--- config.mk ---
export PLATFORM = sky130hd
export DESIGN_NAME = psr_top
export DESIGN_NICKNAME = d
export VERILOG_FILES = /design/src/psr_pkg.sv /design/src/psr_sync.sv /design/src/psr_top.sv
export SDC_FILE = /design/constraint.sdc
export NUM_CORES = 1
export LEC_CHECK = 0
export ABC_CLOCK_PERIOD_IN_PS = 1850
export BUFFER_PORTS_ARGS = -buffer_cell sky130_fd_sc_hd__buf_4
export CAP_MARGIN = 20
export CORE_AREA = 2 2 83 85
export DETAILED_ROUTE_END_ITERATION = 10
export DIE_AREA = 0 0 85 87
export MAX_ROUTING_LAYER = met4
export SYNTH_ARGS = -nofsm -noshare
export SYNTH_HDL_FRONTEND = slang
export SYNTH_SLANG_ARGS = --single-unit
--- constraint.sdc ---
create_clock -name ref_clk -period 1.85 [get_ports ref_clk]
set_input_delay 0.37 -clock ref_clk [delete_from_list [all_inputs] [get_ports ref_clk]]
set_output_delay 0.37 -clock ref_clk [all_outputs]
set_load 0.01 [all_outputs]
--- src/psr_pkg.sv ---
/*
 * psr_pkg: constants and carrier types for the potentiometer status block.
 * assumes: used by psr_top and its bench, always as psr_pkg::name.
 */
package psr_pkg;

    // serial frame: 4 address bits, 2 command bits, 10 data bits, msb first
    localparam int unsigned FRAME_BITS = 16;
    localparam int unsigned HDR_BITS   = 6;
    localparam int unsigned DATA_BITS  = 10;
    localparam logic [1:0]  CMD_WRITE  = 2'h0;
    localparam logic [1:0]  CMD_READ   = 2'h3;

    // serial memory map
    localparam logic [3:0] ADDR_VOL_WIPER0 = 4'h0;
    localparam logic [3:0] ADDR_VOL_WIPER1 = 4'h1;
    localparam logic [3:0] ADDR_NV_WIPER0  = 4'h2;
    localparam logic [3:0] ADDR_NV_WIPER1  = 4'h3;
    localparam logic [3:0] ADDR_TERMINAL_CONNECT_REGISTER       = 4'h4;
    localparam logic [3:0] ADDR_STATUS     = 4'h5;

    localparam logic [3:0] RESERVED_ONES   = 4'hf;
    localparam logic [7:0] TERMINAL_CONNECT_REGISTER_ALL_WR     = 8'hff;
    localparam logic [7:0] TERMINAL_CONNECT_REGISTER_NET1_BITS  = 8'hf0;
    localparam logic [7:0] TERMINAL_CONNECT_REGISTER_NET0_BITS  = 8'h0f;
    localparam logic [1:0] SYNC_STAGES     = 2'h2;

    // bit 8..0 of the status register
    typedef struct packed {
        logic [3:0] reserved_high_bits;
        logic       eeprom_write_active_flag;
        logic       lock_flag_network1;
        logic       lock_flag_network0;
        logic       shutdown_pin_flag;
        logic       write_protect_flag;
    } psr_status_t;

    typedef struct packed {
        logic [3:0] addr;
        logic [8:0] data;
    } psr_wr_t;

endpackage : psr_pkg

--- src/psr_sync.sv ---
/*
 * psr_sync: two flip-flop synchroniser for a bus of independent levels.
 * assumes: each bit is a slow level; no bits are related to one another.
 */
`timescale 1ns/100ps
`default_nettype none
module psr_sync #(
    parameter int unsigned W     = 1,
    parameter logic [W-1:0] INIT = '0
) (
    input  wire logic         ref_clk,
    input  wire logic         resetn,
    input  wire logic [W-1:0] async_in,
    output logic      [W-1:0] sync_out
);
    logic [W-1:0] meta_q;

    // meta_q feeds sync_out only
    always_ff @(posedge ref_clk or negedge resetn) begin
        if (!resetn) begin
            meta_q   <= INIT;
            sync_out <= INIT;
        end else begin
            meta_q   <= async_in;
            sync_out <= meta_q;
        end
    end
endmodule : psr_sync
`default_nettype wire

--- src/psr_top.sv ---
/*
 * psr_top: status register, write gating and shutdown handling of a
 * dual digital potentiometer, with its serial command port.
 * assumes: sck, cs_n, sdi, shutdown_pin_flag_n, wp_n are pins from outside the clock
 * domain; eeprom_busy, nv_* and hv_* come from logic on ref_clk; sck is
 * at most ref_clk/8 so every level lasts several clock cycles.
 */
`timescale 1ns/100ps
`default_nettype none
module psr_top (
    input  wire logic                ref_clk,
    input  wire logic                resetn,
    input  wire logic                cs_n,
    input  wire logic                sck,
    input  wire logic                sdi,
    output logic                     sdo,
    output logic                     sdo_oe,
    input  wire logic                shutdown_pin_flag_n,
    input  wire logic                wp_n,
    input  wire logic                eeprom_busy,
    input  wire logic                nv_lock1,
    input  wire logic                nv_lock0,
    input  wire logic                nv_wp,
    input  wire logic                hv_lock_valid,
    input  wire logic                hv_lock_net,
    input  wire logic                hv_lock_value,
    output psr_pkg::psr_status_t     status_q,
    output logic                     wr_pulse_q,
    output psr_pkg::psr_wr_t         wr_q,
    output logic [7:0]               terminal_connect_register_wr_mask_q,
    output logic                     cmd_refused_q,
    output logic                     term_a_off_q,
    output logic                     wiper_to_b_q
);
    logic [4:0]  pins_s;
    logic        cs_n_s, sck_s, sdi_s, shutdown_pin_flag_n_s, wp_n_s;
    logic        sck_prev_q;
    logic        rise, fall, active;
    logic [4:0]  bit_cnt_q;
    logic [14:0] rx_q;
    logic [15:0] word;
    logic [9:0]  tx_q;
    logic        reading_q;
    logic        lock1_q, lock0_q, load_pend_q;
    logic        vol_addr, nv_ok;

    // reset values are the idle pin levels, so no false sck edge follows
    psr_sync #(.W(5), .INIT(5'h13)) u_sync (
        .ref_clk  (ref_clk),
        .resetn   (resetn),
        .async_in ({cs_n, sck, sdi, shutdown_pin_flag_n, wp_n}),
        .sync_out (pins_s)
    );
    assign {cs_n_s, sck_s, sdi_s, shutdown_pin_flag_n_s, wp_n_s} = pins_s;

    // shutdown does not gate any of the serial logic below
    assign active = !cs_n_s;
    assign rise   = active && sck_s && !sck_prev_q;
    assign fall   = active && !sck_s && sck_prev_q;
    assign word   = {rx_q, sdi_s};

    always_ff @(posedge ref_clk or negedge resetn) begin
        if (!resetn) begin
            sck_prev_q <= 1'b0;
        end else begin
            sck_prev_q <= sck_s;
        end
    end

    // frame shifter; a frame cut short by cs_n rising is dropped
    always_ff @(posedge ref_clk or negedge resetn) begin
        if (!resetn) begin
            bit_cnt_q <= 5'h0;
            rx_q      <= 15'h0;
        end else if (!active) begin
            bit_cnt_q <= 5'h0;
        end else if (rise) begin
            rx_q <= word[14:0];
            if (bit_cnt_q == 5'(psr_pkg::FRAME_BITS - 1)) begin
                bit_cnt_q <= 5'h0;
            end else begin
                bit_cnt_q <= bit_cnt_q + 5'h1;
            end
        end
    end

    // read path: data bits follow the header, changed on falling sck
    always_ff @(posedge ref_clk or negedge resetn) begin
        if (!resetn) begin
            tx_q      <= 10'h0;
            reading_q <= 1'b0;
            sdo       <= 1'b0;
            sdo_oe    <= 1'b0;
        end else if (!active) begin
            reading_q <= 1'b0;
            sdo_oe    <= 1'b0;
        end else begin
            if (rise && bit_cnt_q == 5'(psr_pkg::HDR_BITS - 1)
                && word[1:0] == psr_pkg::CMD_READ) begin
                reading_q <= 1'b1;
                // other addresses are answered here with all zeros
                tx_q <= (word[5:2] == psr_pkg::ADDR_STATUS)
                        ? {1'b0, status_q} : 10'h0;
            end else if (rise
                && bit_cnt_q == 5'(psr_pkg::FRAME_BITS - 1)) begin
                reading_q <= 1'b0;
            end
            if (fall && reading_q) begin
                sdo    <= tx_q[psr_pkg::DATA_BITS-1];
                sdo_oe <= 1'b1;
                tx_q   <= {tx_q[8:0], 1'b0};
            end
        end
    end

    assign vol_addr = word[15:12] == psr_pkg::ADDR_VOL_WIPER0
                   || word[15:12] == psr_pkg::ADDR_VOL_WIPER1
                   || word[15:12] == psr_pkg::ADDR_TERMINAL_CONNECT_REGISTER
                   || word[15:12] == psr_pkg::ADDR_STATUS;
    assign nv_ok = !status_q.eeprom_write_active_flag || vol_addr;

    // write gating at the last bit of a write frame
    always_ff @(posedge ref_clk or negedge resetn) begin
        if (!resetn) begin
            wr_pulse_q     <= 1'b0;
            wr_q           <= '0;
            terminal_connect_register_wr_mask_q <= psr_pkg::TERMINAL_CONNECT_REGISTER_ALL_WR;
            cmd_refused_q  <= 1'b0;
        end else begin
            wr_pulse_q    <= 1'b0;
            cmd_refused_q <= 1'b0;
            if (rise && bit_cnt_q == 5'(psr_pkg::FRAME_BITS - 1)
                && word[11:10] == psr_pkg::CMD_WRITE) begin
                wr_q.addr <= word[15:12];
                wr_q.data <= word[8:0];
                terminal_connect_register_wr_mask_q <=
                    ~(({8{lock1_q}} & psr_pkg::TERMINAL_CONNECT_REGISTER_NET1_BITS)
                    | ({8{lock0_q}} & psr_pkg::TERMINAL_CONNECT_REGISTER_NET0_BITS));
                if (!nv_ok) begin
                    cmd_refused_q <= 1'b1;
                end else if (word[15:12] == psr_pkg::ADDR_STATUS) begin
                    wr_pulse_q <= 1'b0;
                end else if (lock1_q
                    && (word[15:12] == psr_pkg::ADDR_VOL_WIPER1
                     || word[15:12] == psr_pkg::ADDR_NV_WIPER1)) begin
                    cmd_refused_q <= 1'b1;
                end else if (lock0_q
                    && (word[15:12] == psr_pkg::ADDR_VOL_WIPER0
                     || word[15:12] == psr_pkg::ADDR_NV_WIPER0)) begin
                    cmd_refused_q <= 1'b1;
                end else begin
                    wr_pulse_q <= 1'b1;
                end
            end
        end
    end

    // locks: caught from nonvolatile bits after reset release, then
    // moved only by the high-voltage command decoder
    always_ff @(posedge ref_clk or negedge resetn) begin
        if (!resetn) begin
            load_pend_q <= 1'b1;
            lock1_q     <= 1'b0;
            lock0_q     <= 1'b0;
        end else if (load_pend_q) begin
            load_pend_q <= 1'b0;
            lock1_q     <= nv_lock1;
            lock0_q     <= nv_lock0;
        end else if (hv_lock_valid) begin
            if (hv_lock_net) begin
                lock1_q <= hv_lock_value;
            end else begin
                lock0_q <= hv_lock_value;
            end
        end
    end

    // status mirrors the shutdown and wp pins, eeprom_busy, nv_wp and the locks; nothing serial writes it
    always_ff @(posedge ref_clk or negedge resetn) begin
        if (!resetn) begin
            status_q     <= '0;
            term_a_off_q <= 1'b0;
            wiper_to_b_q <= 1'b0;
        end else begin
            status_q.reserved_high_bits <= psr_pkg::RESERVED_ONES;
            status_q.eeprom_write_active_flag <= eeprom_busy;
            status_q.lock_flag_network1       <= lock1_q;
            status_q.lock_flag_network0       <= lock0_q;
            status_q.shutdown_pin_flag        <= !shutdown_pin_flag_n_s;
            status_q.write_protect_flag <= !wp_n_s || nv_wp;
            term_a_off_q <= !shutdown_pin_flag_n_s;
            wiper_to_b_q <= !shutdown_pin_flag_n_s;
        end
    end
endmodule : psr_top
`default_nettype wire

# Word-level counts from Yosys, hierarchy flattened
# Index checks and enable logic that the tools add are counted.
# op_classes
n_addsub	1
bitwise_logic	3
muxes	27
eq_ne	10
reduce_logical	37
# op_table
operator	count
$mux W1	21
$mux W10	2
$mux W5	3
$eq A4 B3 Y1 const B	3
$logic_and A1 B1 Y1	11
$reduce_and A2 Y1	5
$reduce_bool A2 Y1	5
$mux W9	1
$eq A4 B2 Y1 const B	2
$not A8 Y8	1
$or A8 B4 Y8	1
$logic_or A1 B1 Y1	7
$logic_not A1 Y1	6
$add A5 B1 Y5 const B	1
$eq A5 B3 Y1 const B	1
$eq A5 B4 Y1 const B	1
$eq A4 B1 Y1 const B	1
$logic_not A4 Y1	1
$reduce_bool A3 Y1	1
$eq A2 B2 Y1 const B	1
$logic_not A2 Y1	1
$ne A2 B1 Y1 const B	1
$not A1 Y1	1
# totals
elab_cells	101
input_bits	14
out_inout_bits	36
reg_bits	76

# Depth between registers and ports, before layout
# depth
depth_word	8
ltp_mapped	7
depth_no_buf	6

# Hierarchy
# A second synthesis with hierarchy kept.
# hier_totals
cells_unflattened	214
area_unflattened_um2	2795.2
# by_module_without_submodules
module	seq_area_each_um2	area_per_inst_um2	cells_per_inst	n_inst
psr_top	1505.2	2537.4	204	1
psr_sync	257.7	257.7	10	1

# Worst setup path before layout
# OpenSTA, ideal clock, no wires.
# synth_path
kind	register to register
startpoint	register bit_cnt_q[0]
endpoint	register wr_q[10] in the netlist's numbering
synth_period_minus_slack_ns	1.616
n_path_buf	2
setup_slack_ns	0.234
path_stages_with_launch	7
t_arrival_ns	1.491
setup_ns	0.125
required_ns	1.725
path_cell_list	dfrtp_1 -> ha_1 -> and4b_1 -> buf_4 -> nand3_4 -> buf_6 -> mux2_4
# synth_via
elab_chain_cells	3
# synth_lines
element	line	text
start, declared	psr_top.sv:39	logic [4:0] bit_cnt_q;
start signal, assigned	psr_top.sv:82	bit_cnt_q <= bit_cnt_q + 5'h1;
$eq A5 B4 Y1	psr_top.sv:132	if (rise && bit_cnt_q == 5'(psr_pkg::FRAME_BITS - 1)
$logic_and A1 B1 Y1	psr_top.sv:132	
$logic_and A1 B1 Y1	psr_top.sv:133	&& word[11:10] == psr_pkg::CMD_WRITE) begin
end, declared	psr_top.sv:29	output psr_pkg::psr_wr_t wr_q,
# No other way between the ends.
# A chain may end at the register's enable or synchronous reset.

# Worst setup path after layout
# Same ends and word-level chain as after synthesis.

==> impl_metrics.ini <==
[synthesis]
synth-compound-area-share_pct = 5.750
ys_seq_elements = 70
synth.top_cell.area_share_pct = 53.96
synth_xor_xnor_area_share_pct = 0.3096
synth_simple_gate_area_share_pct = 11.72
netlist_instances = 220
synth_top_family_by_area = multiplexers
ys.warnings.count = 0
seq_area_frac_synth_pct = 62.32
synth_mux_area_share_pct = 13.00
ys.flop_type = dfrtp_1
yosysMostFrequentCell = dfrtp_1
synth_commonest_cells = dfrtp_1 (61), mux2_2 (22), nand2_1 (19)
ys_types = 35
synth_adder_area_share_pct = 0.8846
ys_top_cells_by_area = dfrtp_1 (54%), mux2_2 (8.8%), dfstp_2 (8.4%)
yosys.area.top_type = dfrtp_1
syn-num-nets = 236
synth_area_mm2 = 0.002829
synth.avg_cell_area_um2 = 12.86
synth-edff-count = 0
synthArstFlopShare_pct = 100.0

[placement]
io_buffers = 49
dpl-instance-area_mm2 = 0.003192
gp_congestion = 0.7219
dp.final_hpwl_um = 3140
dp_slack_ns = 0.2099
dpl.cell_count = 333

[cts]
ctsResizeCount = 0
cts_sinks = 70
clock_latency_ns = 0.33
cts_buffers = 9
cts_max_path_buffers = 2
clockRootBuffer = clkbuf_8
cts_setup_buffers = 0
cts_hold_buf = 0
clkSlewWorstSetupHoldPaths_ns = 0.08
htree_levels = 3
cts_tree = yes

[critical_path]
worstSetupEndpoint = wr_q[10]
cp_num_cells = 4
r2r_end = wr_q[10]
cp.arrival_ns = 1.85
reg2reg_from = bit_cnt_q[0]
r2r_slack_ns = 0.22
start_kind = flop
ff2ff_path_depth = 4
cp_max_fo = 17
crit_required_ns = 2.07
worstPathCellList = ha_1 -> and4b_1 -> nand3_4 -> mux2_4
crit_path_end_kind = flop
crit_slowest_cell = dfrtp_1
slowest_delay_ns = 0.43
critPathTopFamily = simple AND/OR/NAND/NOR gates
critical_path_class = flop to flop
worstSetupStartpoint = bit_cnt_q[0]
cp_num_buf_inv = 0

[timing]
rsz0062_at_grt = false
worstMarginPinSlew_ns = 0.5366
drv_slew = 0
slew_headroom_pct = 64.13
max_freq_ghz = 0.6151
final.setup.tns_ns = 0
hold_viol = 0
setup_viol = 0
setup_slack_ns = 0.2243
timing.hold.ws_ns = 0.03306
clock_skew_ns = 0.009624
fin_crit_ns = 1.626
finalCritPeriodShare_pct = 87.87

[final_layout]
fillers = 592
nNetsFinal = 280
utilization_pct = 51.41
final_area_mm2 = 0.003377
drive_gt1_share_pct = 41.26
finalNonFillerCells = 349
num_antenna_cells = 0
area_growth_pct = 19.37

[routing]
first_iter_violations = 107
wl_per_cell_um = 13.61
vias_per_cell = 4.948
vias = 1727
dr.pass1.iters = 4
wl_um = 4751
drc = 0
antenna_left = 0

[die]
die_h_um = 87
ios = 50
start_util_pct = 43.07
core_mm2 = 0.006569
fp.dieArea_mm2 = 0.007395
rows = 30
die_x_um = 85

[global_routing]
grt_start_max_net_pins = 71
antenna_found_initial = 0
grt_pass1_wl_um = 8100
grt.total_usage_pct = 14.65
grt-ovfl-total = 0
grt_pass1_vias = 1661

[flow_run]
drv_cap = 0

[status]
outcome = complete, no violations

[power]
totalPowerFinal_mw = 3.076
power_leakage_nw = 1.661
power_density_mw_per_mm2 = 911.0
ir_worst_vdd_mv = 0.4806

[min_path]
hp-class = input port to asynchronous set/reset pin
-- routing by layer --
layer,GRT usage [%],vias up,routed length (um)
li1,-,826,-
met1,20.11,840,2280
met4,7.792,0,118
met2,20.31,49,2112
met5,-,-,0
met3,3.318,12,239
-- where the power goes --
group	leakage [nW]	internal, mW	switching [mW]
Sequential	0.904	1.65	0.0911
Combinational	0.665	0.131	0.102
Clock	0.0913	0.557	0.548
Total	1.66	2.34	0.740
-- cell usage in the layout (no fill, tap or decap), drive strengths merged --
cell type / instances
or2: 1
a31oi: 6
ha: 2
nand3: 10
xnor2: 1
clkinv: 3
nor3: 2
nor2: 16
nor3b: 2
mux2: 28
conb: 2
dfstp: 9
dfrtp: 61
nand4b: 1
o31ai: 1
o21ai: 8
and4b: 3
mux2i: 3
clkbuf: 11
buf: 53
and4bb: 1
clkinvlp: 2
inv: 4
or3: 1
nand2: 19
a211oi: 1
nand2b: 3
nor2b: 2
and3: 1
nand4: 1
a21oi: 11
-- registers in the layout, indices dropped and copies added, names as in the netlist, 2 cells and up --
| register | flops |
|---|---|
| rx_q | 15 |
| wr_q | 13 |
| tx_q | 10 |
| bit_cnt_q | 5 |
| status_q | 5 |
| u_sync.meta_q | 5 |
| u_sync.sync_out | 5 |
| terminal_connect_register_wr_mask_q | 2 |
-- final cells by class --
| cell class | count | area (um2) | share of cell area, % |
|---|---|---|---|
| multi-input combinational | 126 | 903.4 | 26.75 |
| timing repair buffer | 53 | 410.4 | 12.15 |
| clock buffer | 11 | 151.4 | 4.483 |
| sequential | 70 | 1763 | 52.20 |
| inverter | 4 | 15.01 | 0.4446 |
| tap | 80 | 100.1 | 2.964 |
| clock inverter | 5 | 33.78 | 1.000 |
-- cell families (layout without fill, tap and decap cells) --
group,Yosys count,in the layout
flops,70,70
simple gates,63,63
mux,31,31
compound gates,27,27
buf+inv,24,73
fa+ha+maj,2,2
other cells,2,2
xor+xnor,1,1
-- worst min-delay path by stage --
stage,start,cells past startpoint,end
after detailed placement,u_sync.meta_q[2],0,u_sync.sync_out[2]
after floorplan,resetn,0,bit_cnt_q[0]
after CTS,resetn,2,wr_q[12]
after global placement,u_sync.meta_q[3],0,u_sync.sync_out[3]
after global routing,resetn,2,wr_q[12]
final,resetn,2,wr_q[12]
Note: power is estimated with default switching activity, not from simulation.
